===== config.mk =====
export PLATFORM = sky130hd
export DESIGN_NAME = redundant_timing_scaler
export DESIGN_NICKNAME = d
export VERILOG_FILES = /design/src/inc/timing_scaler_pkg.sv /design/src/rate_monitor.sv /design/src/redundant_timing_scaler.sv /design/src/sequence_checker.sv
export SDC_FILE = /design/constraint.sdc
export NUM_CORES = 1
export LEC_CHECK = 0
export ABC_AREA = 0
export BUFFER_PORTS_ARGS = -buffer_cell sky130_fd_sc_hd__buf_2
export CAP_MARGIN = 20
export CORE_MARGIN = 4
export CORE_UTILIZATION = 57
export CTS_CLUSTER_DIAMETER = 120
export CTS_CLUSTER_SIZE = 14
export DETAILED_ROUTE_END_ITERATION = 10
export GPL_TIMING_DRIVEN = 0
export HOLD_SLACK_MARGIN = 0.12
export PLACE_DENSITY = 0.84
export SLEW_MARGIN = 20
export SYNTH_ARGS = -nofsm -noshare
export SYNTH_HDL_FRONTEND = slang
export SYNTH_SLANG_ARGS = --single-unit

===== constraint.sdc =====
create_clock -name clk_sys_i -period 6.7 [get_ports clk_sys_i]
set_input_delay 1.675 -clock clk_sys_i [delete_from_list [all_inputs] [get_ports clk_sys_i]]
set_output_delay 1.675 -clock clk_sys_i [all_outputs]
set_load 0.02 [all_outputs]

===== src/inc/timing_scaler_pkg.sv =====
// constants and shared types of the redundant timing scaler
////////////////////////////////////////////////////////////////////////////////
// How it works
// - Interrogate trains for the torque electronics repeat at 4.8 kpps, switch trains at 9.6 kpps.
// - Suspension supplies get a 115.2 kpps clock train and 9.6 kpps sync.
// - The 9.6 kpps pulse marks the rising zero crossing of the 9600 Hz waveform.
// - One 38.4 kpps train clocks and synchronises every dc supply.
// - Wheel supplies get the 9.6 kpps sync plus a 200 pps sync train.
// - The 9.6 kpps pulse is the reference that closes each interrogate/switch check.
// - The 200 pps train is also offered to the computer as timing reference.
// - Outputs drive redundant buses A and B; parallel scaler drivers combine as OR.
// - Each driver output enables the next divider stage, so driver faults stall the chain.
// - Every sync pulse is about 400 ns wide.
// - Main chain counts down to 200 pps through 38.4 kpps and 9.6 kpps stages.
// - 200 pps feeds over and under monitors; stuck enables speed up or stop it.
// - The 115.2 kpps subscaler runs in step with the main chain, own monitors.
// - All monitor faults of one scaler are ORed into its single fault.
// - Driver failures seen on the feedback line move control to the backup scaler.
// - Sequence rise, switch, fall, switch, sync yields 4800 Hz; breaks starve it.
// - A shared set-reset flop picks one scaler; exactly one is inhibited.
// - A fault on the active scaler flips the flop to the other scaler if that one has no fault.
// - External commands may force the selection or block automatic transfer.
// - The 3.6864 MHz clock driver goes on both coax lines with the same tests.
// - Over flags pulses faster than the one-shot; under flags pulses slower.
package timing_scaler_pkg;

  localparam int CLK_HZ = 50_000_000;
  localparam int MASTER_HZ = 3_686_400;
  localparam int NCO_GCD = 3200;
  localparam int NCO_MOD = CLK_HZ / NCO_GCD;
  localparam int NCO_STEP = 2 * MASTER_HZ / NCO_GCD;
  localparam int NCO_W = 15;

  localparam int DIV_SUB = 32;
  localparam int DIV_38K = 96;
  localparam int DIV_9K6 = 4;
  localparam int DIV_200 = 48;
  localparam int RATE_SUB = 115_200;
  localparam int RATE_SEQ = 4800;

  localparam int PULSE_NS = 400;
  localparam int PULSE_CYC = PULSE_NS * (CLK_HZ / 1_000_000) / 1000;
  localparam int HOLD_W = 5;

  localparam int OVER_NUM = 3;
  localparam int OVER_DEN = 4;
  localparam int UNDER_NUM = 3;
  localparam int UNDER_DEN = 2;

  localparam logic [3:0] OFS_CTRL = 4'h0;
  localparam logic [3:0] OFS_STATUS = 4'h4;
  localparam logic [3:0] OFS_INJECT = 4'h8;
  localparam logic [2:0] CTRL_RST = 3'h0;
  localparam logic [15:0] INJECT_RST = 16'h0000;
  localparam logic ACTIVE_RST = 1'h0;
  localparam int INJ_SCALER1 = 8;
  localparam int INJ_STUCK = 7;
  localparam int STAT_ACTIVE = 0;
  localparam int STAT_FAULT = 1;
  localparam int STAT_FLAGS0 = 8;
  localparam int STAT_FLAGS1 = 16;

  // driver slots; the first five are stretched pulses
  localparam int D_SW = 0;
  localparam int D_200 = 1;
  localparam int D_9K6 = 2;
  localparam int D_38K = 3;
  localparam int D_SUB = 4;
  localparam int D_INTG = 5;
  localparam int D_CLK = 6;
  localparam int NPULSE = 5;

  typedef struct packed {
    logic clk_out;
    logic interrogate;
    logic sub_clock;
    logic sync_38k;
    logic sync_9k6;
    logic sync_200;
    logic switch_pulse;
  } sync_bus_type;

  typedef struct packed {
    logic seq_under;
    logic seq_over;
    logic sub_under;
    logic sub_over;
    logic main_under;
    logic main_over;
  } test_flags_type;

  typedef struct packed {
    logic auto_off;
    logic force_sel;
    logic force_en;
  } ctrl_type;

  typedef enum logic [2:0] {SEQ_RISE, SEQ_SW1, SEQ_FALL, SEQ_SW2, SEQ_SYNC} seq_state_type;

endpackage


===== src/rate_monitor.sv =====
// retriggerable one-shot rate monitor with over and under frequency flags
`timescale 1ns/10ps
module rate_monitor #(
  parameter int PERIOD_CYC = 434
) (
  input wire logic clk_sys_i, // system clock
  input wire logic rstn_i, // asynchronous reset, active low
  input wire logic pulse_i, // one event of the watched train
  output logic overfrequency_fault_o, // pulses came too close
  output logic underfrequency_fault_o // pulses too far apart or missing
);
  localparam int OVER_LIM = PERIOD_CYC * timing_scaler_pkg::OVER_NUM / timing_scaler_pkg::OVER_DEN;
  localparam int UNDER_LIM = PERIOD_CYC * timing_scaler_pkg::UNDER_NUM / timing_scaler_pkg::UNDER_DEN;
  localparam int CW = $clog2(UNDER_LIM + 1);

  typedef struct packed {
    logic [CW-1:0] cnt;
    logic over;
    logic under;
  } mon_type;

  mon_type st;
  mon_type next_st;

  always_comb
  begin
    next_st = st;
    if (pulse_i)
    begin
      next_st.over = st.cnt < CW'(OVER_LIM);
      next_st.under = 1'h0;
      next_st.cnt = '0;
    end
    else if (st.cnt != CW'(UNDER_LIM))
      next_st.cnt = CW'(st.cnt + 1'h1);
    else
      next_st.under = 1'h1;
  end

  always_ff @(posedge clk_sys_i or negedge rstn_i)
  begin
    if (!rstn_i)
      st <= '0;
    else
      st <= next_st;
  end

  assign overfrequency_fault_o = st.over;
  assign underfrequency_fault_o = st.under;

  a_over_early: assert property (@(posedge clk_sys_i) disable iff (!rstn_i)
    pulse_i && st.cnt < CW'(OVER_LIM) |=> overfrequency_fault_o && !underfrequency_fault_o)
    else $error("early pulse did not raise the overfrequency flag");

  a_under_late: assert property (@(posedge clk_sys_i) disable iff (!rstn_i)
    st.cnt == CW'(UNDER_LIM - 1) && !pulse_i ##1 !pulse_i |=> underfrequency_fault_o)
    else $error("missing pulse did not raise the underfrequency flag");

endmodule


===== src/redundant_timing_scaler.sv =====
// dual redundant timing scaler with self test, transfer and avalon registers
`timescale 1ns/10ps
module redundant_timing_scaler #(
  parameter int MAIN_DIV = timing_scaler_pkg::DIV_200,
  parameter int SEQ_PERIOD_CYC = timing_scaler_pkg::CLK_HZ / timing_scaler_pkg::RATE_SEQ
) (
  input wire logic clk_sys_i, // system clock, 50 MHz
  input wire logic rstn_i, // asynchronous reset, active low
  input wire logic [3:0] avs_address_i, // register byte address
  input wire logic avs_read_i, // read request
  input wire logic avs_write_i, // write request
  input wire logic [31:0] avs_writedata_i, // write data
  input wire logic [3:0] avs_byteenable_i, // write byte lanes
  output logic [31:0] avs_readdata_o, // read data
  output logic avs_waitrequest_o, // stall of the current request
  output timing_scaler_pkg::sync_bus_type bus_a_o, // redundant bus a
  output timing_scaler_pkg::sync_bus_type bus_b_o, // redundant bus b
  output logic computer_tick_o, // 200 pps reference to the computer
  output logic [1:0] inhibit_o, // per scaler inhibit from transfer flop
  output logic [1:0] fault_o // per scaler combined fault
);
  localparam int MASTER_PER_MAIN = timing_scaler_pkg::DIV_38K * timing_scaler_pkg::DIV_9K6 * MAIN_DIV;
  localparam int MAIN_PERIOD_CYC = timing_scaler_pkg::CLK_HZ / (timing_scaler_pkg::MASTER_HZ / MASTER_PER_MAIN);
  localparam int SUB_PERIOD_CYC = timing_scaler_pkg::CLK_HZ / timing_scaler_pkg::RATE_SUB;
  localparam int NW = timing_scaler_pkg::NCO_W;
  localparam int HW = timing_scaler_pkg::HOLD_W;
  localparam logic [HW-1:0] HOLD_MAX = HW'(timing_scaler_pkg::PULSE_CYC);

  ////////////////////////////////////////////////////////////////////////////////

  typedef struct packed {
    logic [4:0] sub_cnt;
    logic [6:0] c38;
    logic [1:0] c96;
    logic half;
    logic [5:0] c200;
    logic intg;
    logic [timing_scaler_pkg::NPULSE-1:0][HW-1:0] hold;
  } chan_type;

  typedef struct packed {
    logic [NW-1:0] acc;
    logic clk_lvl;
    logic tick;
    chan_type [1:0] ch;
    logic active;
    logic [1:0] fault;
    timing_scaler_pkg::ctrl_type ctrl;
    logic [15:0] inject;
    logic ack;
    logic [31:0] rdata;
    logic [6:0] bus;
  } top_type;

  top_type st;
  top_type next_st;

  logic [1:0][6:0] drv;
  logic [1:0][6:0] fb;
  logic [1:0][6:0] kill;
  logic [1:0] stuck;
  logic [1:0][timing_scaler_pkg::NPULSE-1:0] start;
  logic [1:0] seq_done;
  logic [1:0] fault;
  timing_scaler_pkg::test_flags_type [1:0] flags;

  ////////////////////////////////////////////////////////////////////////////////
  // per scaler drivers, feedback and test sections

  for (genvar s = 0; s < 2; s++)
  begin : g_scaler
    assign kill[s] = st.inject[s * timing_scaler_pkg::INJ_SCALER1 +: 7];
    assign stuck[s] = st.inject[s * timing_scaler_pkg::INJ_SCALER1 + timing_scaler_pkg::INJ_STUCK];

    for (genvar k = 0; k < timing_scaler_pkg::NPULSE; k++)
    begin : g_pulse
      assign drv[s][k] = st.ch[s].hold[k] != '0;
      assign start[s][k] = (st.ch[s].hold[k] == HOLD_MAX) & ~kill[s][k];
    end

    assign drv[s][timing_scaler_pkg::D_INTG] = st.ch[s].intg;
    assign drv[s][timing_scaler_pkg::D_CLK] = st.clk_lvl;
    assign fb[s] = drv[s] & ~kill[s];

    rate_monitor #(
      .PERIOD_CYC(MAIN_PERIOD_CYC)
    ) u_main_mon (
      .clk_sys_i(clk_sys_i),
      .rstn_i(rstn_i),
      .pulse_i(start[s][timing_scaler_pkg::D_200]),
      .overfrequency_fault_o(flags[s].main_over),
      .underfrequency_fault_o(flags[s].main_under)
    );

    rate_monitor #(
      .PERIOD_CYC(SUB_PERIOD_CYC)
    ) u_sub_mon (
      .clk_sys_i(clk_sys_i),
      .rstn_i(rstn_i),
      .pulse_i(start[s][timing_scaler_pkg::D_SUB]),
      .overfrequency_fault_o(flags[s].sub_over),
      .underfrequency_fault_o(flags[s].sub_under)
    );

    sequence_checker u_seq (
      .clk_sys_i(clk_sys_i),
      .rstn_i(rstn_i),
      .intg_i(fb[s][timing_scaler_pkg::D_INTG]),
      .sw_i(fb[s][timing_scaler_pkg::D_SW]),
      .sync_i(start[s][timing_scaler_pkg::D_9K6]),
      .done_o(seq_done[s])
    );

    rate_monitor #(
      .PERIOD_CYC(SEQ_PERIOD_CYC)
    ) u_seq_mon (
      .clk_sys_i(clk_sys_i),
      .rstn_i(rstn_i),
      .pulse_i(seq_done[s]),
      .overfrequency_fault_o(flags[s].seq_over),
      .underfrequency_fault_o(flags[s].seq_under)
    );

    assign fault[s] = |flags[s];

    a_pulse_width: assert property (@(posedge clk_sys_i) disable iff (!rstn_i)
      $rose(drv[s][timing_scaler_pkg::D_38K])
      |-> ##19 drv[s][timing_scaler_pkg::D_38K] ##1 !drv[s][timing_scaler_pkg::D_38K])
      else $error("sync pulse is not 20 cycles wide");

    // a 9.6 kpps pulse loaded just before the kill still steps the last stage once
    a_chain_gate: assert property (@(posedge clk_sys_i) disable iff (!rstn_i)
      kill[s][timing_scaler_pkg::D_38K] && !start[s][timing_scaler_pkg::D_9K6]
      |=> $stable(st.ch[s].c96) && $stable(st.ch[s].c200))
      else $error("stage advanced behind a dead driver");
  end

  ////////////////////////////////////////////////////////////////////////////////
  // next state

  always_comb
  begin
    logic [NW:0] sum;
    logic wrap;
    logic tk;
    logic ev38;
    logic en200;
    logic [timing_scaler_pkg::NPULSE-1:0] ev;
    logic [31:0] rd;
    sum = '0;
    wrap = 1'h0;
    tk = 1'h0;
    ev38 = 1'h0;
    en200 = 1'h0;
    ev = '0;
    rd = '0;
    next_st = st;

    // 7.3728 MHz edge rate from an exact fractional accumulator
    sum = (NW + 1)'(st.acc) + (NW + 1)'(timing_scaler_pkg::NCO_STEP);
    wrap = sum >= (NW + 1)'(timing_scaler_pkg::NCO_MOD);
    next_st.acc = wrap ? NW'(sum - (NW + 1)'(timing_scaler_pkg::NCO_MOD)) : NW'(sum);
    next_st.clk_lvl = st.clk_lvl ^ wrap;
    next_st.tick = wrap & ~st.clk_lvl;

    for (int s = 0; s < 2; s++)
    begin
      ev = '0;
      tk = st.tick & ~kill[s][timing_scaler_pkg::D_CLK];

      if (tk)
      begin
        // subscaler in step with the main chain
        ev[timing_scaler_pkg::D_SUB] = st.ch[s].sub_cnt == 5'(timing_scaler_pkg::DIV_SUB - 1);
        next_st.ch[s].sub_cnt = ev[timing_scaler_pkg::D_SUB] ? 5'h00 : 5'(st.ch[s].sub_cnt + 1'h1);
        ev38 = st.ch[s].c38 == 7'(timing_scaler_pkg::DIV_38K - 1);
        next_st.ch[s].c38 = ev38 ? 7'h00 : 7'(st.ch[s].c38 + 1'h1);
        ev[timing_scaler_pkg::D_38K] = ev38;
      end

      if (start[s][timing_scaler_pkg::D_38K])
      begin
        ev[timing_scaler_pkg::D_9K6] = st.ch[s].c96 == 2'(timing_scaler_pkg::DIV_9K6 - 1);
        next_st.ch[s].c96 = 2'(st.ch[s].c96 + 1'h1);
        ev[timing_scaler_pkg::D_SW] = st.ch[s].c96 == 2'h1;
        if (st.ch[s].c96 == 2'h0)
          next_st.ch[s].intg = ~st.ch[s].half;
      end

      if (start[s][timing_scaler_pkg::D_9K6])
        next_st.ch[s].half = ~st.ch[s].half;

      // a stuck enable on the last stage makes it count every 38.4 kpps pulse
      en200 = start[s][timing_scaler_pkg::D_9K6] | (stuck[s] & start[s][timing_scaler_pkg::D_38K]);
      if (en200)
      begin
        ev[timing_scaler_pkg::D_200] = st.ch[s].c200 >= 6'(MAIN_DIV - 1);
        next_st.ch[s].c200 = ev[timing_scaler_pkg::D_200] ? 6'h00 : 6'(st.ch[s].c200 + 1'h1);
      end

      for (int k = 0; k < timing_scaler_pkg::NPULSE; k++)
      begin
        if (ev[k])
          next_st.ch[s].hold[k] = HOLD_MAX;
        else if (st.ch[s].hold[k] != '0)
          next_st.ch[s].hold[k] = HW'(st.ch[s].hold[k] - 1'h1);
      end
    end

    // shared transfer flop
    next_st.fault = fault;
    if (st.ctrl.force_en)
      next_st.active = st.ctrl.force_sel;
    else if (!st.ctrl.auto_off && fault[st.active] && !fault[~st.active])
      next_st.active = ~st.active;

    // only the enabled scaler reaches the bus; the lines wire-or
    next_st.bus = (fb[0] & {7{~st.active}}) | (fb[1] & {7{st.active}});

    // register slave, one wait state on every access
    next_st.ack = (avs_read_i | avs_write_i) & ~st.ack;
    case (avs_address_i)
      timing_scaler_pkg::OFS_CTRL:
        rd[2:0] = st.ctrl;
      timing_scaler_pkg::OFS_STATUS:
      begin
        rd[timing_scaler_pkg::STAT_ACTIVE] = st.active;
        rd[timing_scaler_pkg::STAT_FAULT +: 2] = st.fault;
        rd[timing_scaler_pkg::STAT_FLAGS0 +: 6] = flags[0];
        rd[timing_scaler_pkg::STAT_FLAGS1 +: 6] = flags[1];
      end
      timing_scaler_pkg::OFS_INJECT:
        rd[15:0] = st.inject;
      default:
        rd = '0;
    endcase
    if (avs_read_i && !st.ack)
      next_st.rdata = rd;

    if (avs_write_i && st.ack)
    begin
      case (avs_address_i)
        timing_scaler_pkg::OFS_CTRL:
          if (avs_byteenable_i[0])
            next_st.ctrl = timing_scaler_pkg::ctrl_type'(avs_writedata_i[2:0]);
        timing_scaler_pkg::OFS_INJECT:
        begin
          if (avs_byteenable_i[0])
            next_st.inject[7:0] = avs_writedata_i[7:0];
          if (avs_byteenable_i[1])
            next_st.inject[15:8] = avs_writedata_i[15:8];
        end
        default:
          next_st.ack = 1'h0;
      endcase
    end
  end

  ////////////////////////////////////////////////////////////////////////////////

  always_ff @(posedge clk_sys_i or negedge rstn_i)
  begin
    if (!rstn_i)
    begin
      st <= '0;
      st.ctrl <= timing_scaler_pkg::CTRL_RST;
      st.inject <= timing_scaler_pkg::INJECT_RST;
      st.active <= timing_scaler_pkg::ACTIVE_RST;
    end
    else
      st <= next_st;
  end

  assign avs_waitrequest_o = (avs_read_i | avs_write_i) & ~st.ack;
  assign avs_readdata_o = st.rdata;
  assign bus_a_o = timing_scaler_pkg::sync_bus_type'(st.bus);
  assign bus_b_o = timing_scaler_pkg::sync_bus_type'(st.bus);
  assign computer_tick_o = st.bus[timing_scaler_pkg::D_200];
  assign inhibit_o = st.active ? 2'h1 : 2'h2;
  assign fault_o = st.fault;

  ////////////////////////////////////////////////////////////////////////////////

  a_nco_spacing: assert property (@(posedge clk_sys_i) disable iff (!rstn_i)
    st.tick |=> (!st.tick) [*8])
    else $error("master ticks closer than the 3.6864 MHz spacing");

  a_bus_drive: assert property (@(posedge clk_sys_i) disable iff (!rstn_i)
    st.active && fb[1][timing_scaler_pkg::D_38K] |=> bus_a_o.sync_38k && bus_b_o.sync_38k)
    else $error("active scaler pulse missing on a bus");

  a_auto_transfer: assert property (@(posedge clk_sys_i) disable iff (!rstn_i)
    !st.ctrl.force_en && !st.ctrl.auto_off && fault[st.active] && !fault[~st.active]
    |=> st.active != $past(st.active))
    else $error("faulty active scaler was not replaced");

  a_force_select: assert property (@(posedge clk_sys_i) disable iff (!rstn_i)
    st.ctrl.force_en |=> st.active == $past(st.ctrl.force_sel) && inhibit_o[$past(st.ctrl.force_sel)] == 1'h0)
    else $error("forced selection not obeyed");

endmodule


===== src/sequence_checker.sv =====
// interrogate and switch order checker, one pulse per good sequence
`timescale 1ns/10ps
module sequence_checker (
  input wire logic clk_sys_i, // system clock
  input wire logic rstn_i, // asynchronous reset, active low
  input wire logic intg_i, // interrogate feedback level
  input wire logic sw_i, // switch feedback pulse
  input wire logic sync_i, // 9.6 kpps reference event
  output logic done_o // one cycle per complete sequence
);
  typedef struct packed {
    timing_scaler_pkg::seq_state_type state;
    logic intg_d;
    logic sw_d;
    logic done;
  } chk_type;

  chk_type st;
  chk_type next_st;
  logic rise;
  logic fall;
  logic sw;

  assign rise = intg_i & ~st.intg_d;
  assign fall = ~intg_i & st.intg_d;
  assign sw = sw_i & ~st.sw_d;

  // any interrogate edge or switch out of its place restarts the search at the rising edge; an early sync is ignored
  always_comb
  begin
    next_st = st;
    next_st.intg_d = intg_i;
    next_st.sw_d = sw_i;
    next_st.done = 1'h0;
    unique case (st.state)
      timing_scaler_pkg::SEQ_RISE:
        if (rise)
          next_st.state = timing_scaler_pkg::SEQ_SW1;
      timing_scaler_pkg::SEQ_SW1:
        if (sw)
          next_st.state = timing_scaler_pkg::SEQ_FALL;
        else if (fall)
          next_st.state = timing_scaler_pkg::SEQ_RISE;
      timing_scaler_pkg::SEQ_FALL:
        if (fall)
          next_st.state = timing_scaler_pkg::SEQ_SW2;
        else if (sw || rise)
          next_st.state = timing_scaler_pkg::SEQ_RISE;
      timing_scaler_pkg::SEQ_SW2:
        if (sw)
          next_st.state = timing_scaler_pkg::SEQ_SYNC;
        else if (rise || fall)
          next_st.state = timing_scaler_pkg::SEQ_RISE;
      timing_scaler_pkg::SEQ_SYNC:
        if (sync_i)
        begin
          next_st.state = timing_scaler_pkg::SEQ_RISE;
          next_st.done = 1'h1;
        end
        else if (rise || fall || sw)
          next_st.state = timing_scaler_pkg::SEQ_RISE;
      default:
        next_st.state = timing_scaler_pkg::SEQ_RISE;
    endcase
  end

  always_ff @(posedge clk_sys_i or negedge rstn_i)
  begin
    if (!rstn_i)
      st <= '0;
    else
      st <= next_st;
  end

  assign done_o = st.done;

  a_seq_done: assert property (@(posedge clk_sys_i) disable iff (!rstn_i)
    st.state == timing_scaler_pkg::SEQ_SYNC && sync_i |=> done_o ##1 !done_o)
    else $error("completed sequence gave no single done pulse");

  a_seq_break: assert property (@(posedge clk_sys_i) disable iff (!rstn_i)
    st.state == timing_scaler_pkg::SEQ_FALL && !fall && (sw || rise)
    |=> st.state == timing_scaler_pkg::SEQ_RISE && !done_o)
    else $error("out of order switch did not restart the check");

endmodule


==> flow_summary_export.csv <==
group,metric,value,unit
grt,grt_usage,21.9,%
floorplan,ioPinCount,96,
grt,grt_max_degree,98,
timing,max_clock_freq,261,MHz
synthesis,synth.area.top_cells,"dfrtp_1, ha_1, nor2_1",
drt,drt-wirelength-per-cell,15.6,um
cts,postCtsSetupRepairBufs,0,
cts,worst_skew_pair.late_latency,520,ps
outcome,status,"finished clean",
grt,vias_in_the_first_global_route,10300,
floorplan,overall_die_height,164,um
drt,detailed_route_iter0_violations,749,
worst_setup_path,startpoint_type,"primary input",
grt,antenna_found_initial,3,
drt,route.met3.wl,1.46,mm
cts,cts_tree,"done",
synthesis,post_synth_fa_ha_maj_area_fraction,4.94,%
timing,final.period_utilization,57.3,%
synthesis,number_of_synthesized_register_bits,273,
drt,ant_nets,0,
cts,cts_sinks,273,
synthesis,synthSimpleGateAreaFrac,20.5,%
synthesis,synth-main-ff-cell,"dfrtp_1",
worst_setup_path,critPathArrivalTime,2160,ps
synthesis,yosysTopAreaCellShare,49.1,%
floorplan,core_area,23800,sq um
timing,hold_slack_final,479,ps
timing,timing_worst_slew_pin_value,882,ps
job,drv_cap,0,
synthesis,synth_area,13900,sq um
floorplan,width_of_the_chip,164,um
timing,unrepaired_setup_endpoints_after_global_routing,"no",
cts,cts_htree_levels,1,
drt,detail_route.wirelength,28.8,mm
synthesis,async_reset_ff_share,100,%
cts,cts_inserted_buffers,23,
synthesis,synth_cells,1426,
synthesis,synthesis.yosys.warnings,0,
drt,drt-met1-wl,12.6,mm
cts,clk_pin_slew_worst_paths,60,ps
timing,hold_viol,0,
placement,dp_hpwl,20.4,mm
cts,cts_resized,0,
timing,setup_violations,0,
synthesis,synth_most_common_cell,"dfrtp_1",
grt,globalRoute.totalOverflow,0,
synthesis,largest_family_of_logic_cells_by_synthesized_area,"simple AND/OR/NAND/NOR gates",
timing,finalWorstPathRequiredPeriod,3840,ps
power,irDropWorstVdd,0.188,mV
synthesis,yosys-top-cells-count,"dfrtp_1, nor2_1, nand2_1",
layout,count_of_nets_after_finishing,1627,
synthesis,synth.avg_cell_area,9.77,sq um
timing,fin_skew,18.3,ps
floorplan,placementRows,56,
synthesis,synth.area.mux_share,3.22,%
placement,numPortBuffers,66,
drt,top_layer_used,"met5",
drt,met2WireLength,14.0,mm
drt,num_vias,10300,
floorplan,initial_core_util,58.6,%
cts,clock_tree.root_cell,"clkbuf_16",
synthesis,synth-compound-area-share,9.59,%
timing,max_slew_margin_vs_limit,41.1,%
cts,cts.path.max_buffers,3,
placement,place_congestion,0.858,
timing,slew_violations,0,
floorplan,dieArea,27000,sq um
synthesis,xor_xnor_share_of_the_synthesized_area,7.17,%
layout,area.growth.synth_to_final,10.3,%
layout,post_route_cells_drive_above_1_share,12.9,%
layout,fillers,1823,
worst_setup_path,critical_path.max_fanout,4,
drt,route.detailed.vias_per_inst,5.59,
cts,cts_hold_repair.buffers,0,
worst_setup_path,worstPathRequired,5030,ps
synthesis,synth-edff-count,0,
worst_hold_path,worst_min_path_class,"reg2reg",
worst_setup_path,timing.critical_path.to_type,"output port",
power,total_leakage_power,7.39,nW
synthesis,synth-seq-area-share,49.1,%
drt,remaining_drc_errors,0,
drt,drt_pre_antenna_iters,5,
timing,final.setup.tns,0,ps
power,power.density_cell_area,202,nW/um^2
worst_setup_path,worst-setup-path-type,"in2out",
synthesis,yosysUniqueCellTypes,70,
grt,first_pass_grt_wire_length,49.0,mm
synthesis,synthDominantAreaCellType,"dfrtp_1",
==> critical path: stages <==
cell and delay, ps:
buf_2 130, nor2_1 140, nor2_1 60, buf_2 160
==> kinds of logic (layout without fill, tap and decap cells) <==
logic type               Yosys count  count (layout)
flip-flops                       273             273
AO/OA/AOI/OAI                    217             217
AND/OR/NAND/NOR                  572             572
multiplexers                      41              41
buffers and inverters            153             245
adder cells (fa/ha/maj)           55              55
other                              1              12
XOR/XNOR                         114             114
==> state kept, by name, summed over array words and instances, names as in the netlist <==
name,flops
avs_readdata_o,22
g_scaler.u_seq_mon.overfrequency_fault_o,2
bus_a_o,7
g_scaler.u_sub_mon.underfrequency_fault_o,2
kill,14
g_scaler.u_seq.done_o,2
g_scaler.u_seq.st,10
g_scaler.u_sub_mon.st,20
g_scaler.u_main_mon.underfrequency_fault_o,2
g_scaler.u_sub_mon.overfrequency_fault_o,2
g_scaler.u_main_mon.overfrequency_fault_o,2
g_scaler.u_seq_mon.underfrequency_fault_o,2
g_scaler.u_main_mon.st,38
st,115
fault_o,2
drv,3
g_scaler.u_seq_mon.st,28
==> final timing paths <==
path | from | endpoint | slack [ps] | cells after the start
min | st[141] | st[141] | 480 | 1
min reg2reg | st[141] | st[141] | 480 | 1
max | avs_write_i | avs_waitrequest_o | 2860 | 4
max in group asynchronous | rstn_i | st[58] | 4560 | 2
min in group asynchronous | rstn_i | g_scaler[1].u_sub_mon.st[3] | 1190 | 1
max reg2reg | st[125] | st[140] | 4180 | 7
==> power breakdown <==
| part | leakage [nW] | internal, W | switching (W) |
|---|---|---|---|
| combinational | 3.45 | 0.0000702 | 0.000108 |
| sequential | 3.65 | 0.00170 | 0.0000595 |
| clock | 0.288 | 0.000607 | 0.000563 |
| total | 7.39 | 0.00238 | 0.000731 |
==> cell usage in the layout (no fill, tap or decap), types with 8 or more instances in the layout <==
master,instances
nor4_1,9
a21o_1,8
o31ai_1,9
dfrtp_1,273
xnor2_1,59
mux2i_1,11
nor2b_1,10
conb_1,10
clkbuf_16,23
mux2_2,30
nand2_1,145
a21oi_1,55
nor2_1,173
buf_4,49
and3_1,20
clkbuf_1,29
buf_2,71
nand4_1,23
nand3b_1,8
a31oi_1,8
a22oi_1,8
and2_1,8
nor3_1,49
inv_1,68
nand3_1,42
xor2_1,55
or3_1,18
o21ai_0,80
nand2b_1,21
ha_1,55
==> per-layer routing <==
layer,GRT usage [%],up-vias
li1,-,5037
met1,29.3,5036
met2,37.0,212
met3,3.64,52
met4,6.21,2
met5,0,-
==> layout make-up <==
cell class	instances	area [sq um]	area share, %
diodes	2	5.00	0.0326
well taps	319	399	2.60
multi-input cells	1009	6380	41.5
clock inverters	1	8.76	0.0570
flip-flops and latches	273	6830	44.5
inverters	69	259	1.69
clock buffers	23	576	3.75
repair buffers	68	395	2.57
plain buffers	84	507	3.30
==> metrics by stage <==
step	worst slack [ps]	utilization, %	total power [W]	cells	instance area [sq um]
floorplan	3030	-	0.00187	1435	14000
global placement	-920	61.8	0.00195	1820	14700
detailed placement	2790	62.1	0.00197	1822	14800
CTS	2870	64.6	0.00313	1846	15300
global route	2830	64.6	0.00322	1847	15400
finish	2860	64.7	0.00311	1848	15400
No activity file was read; power rests on OpenSTA's default activity.
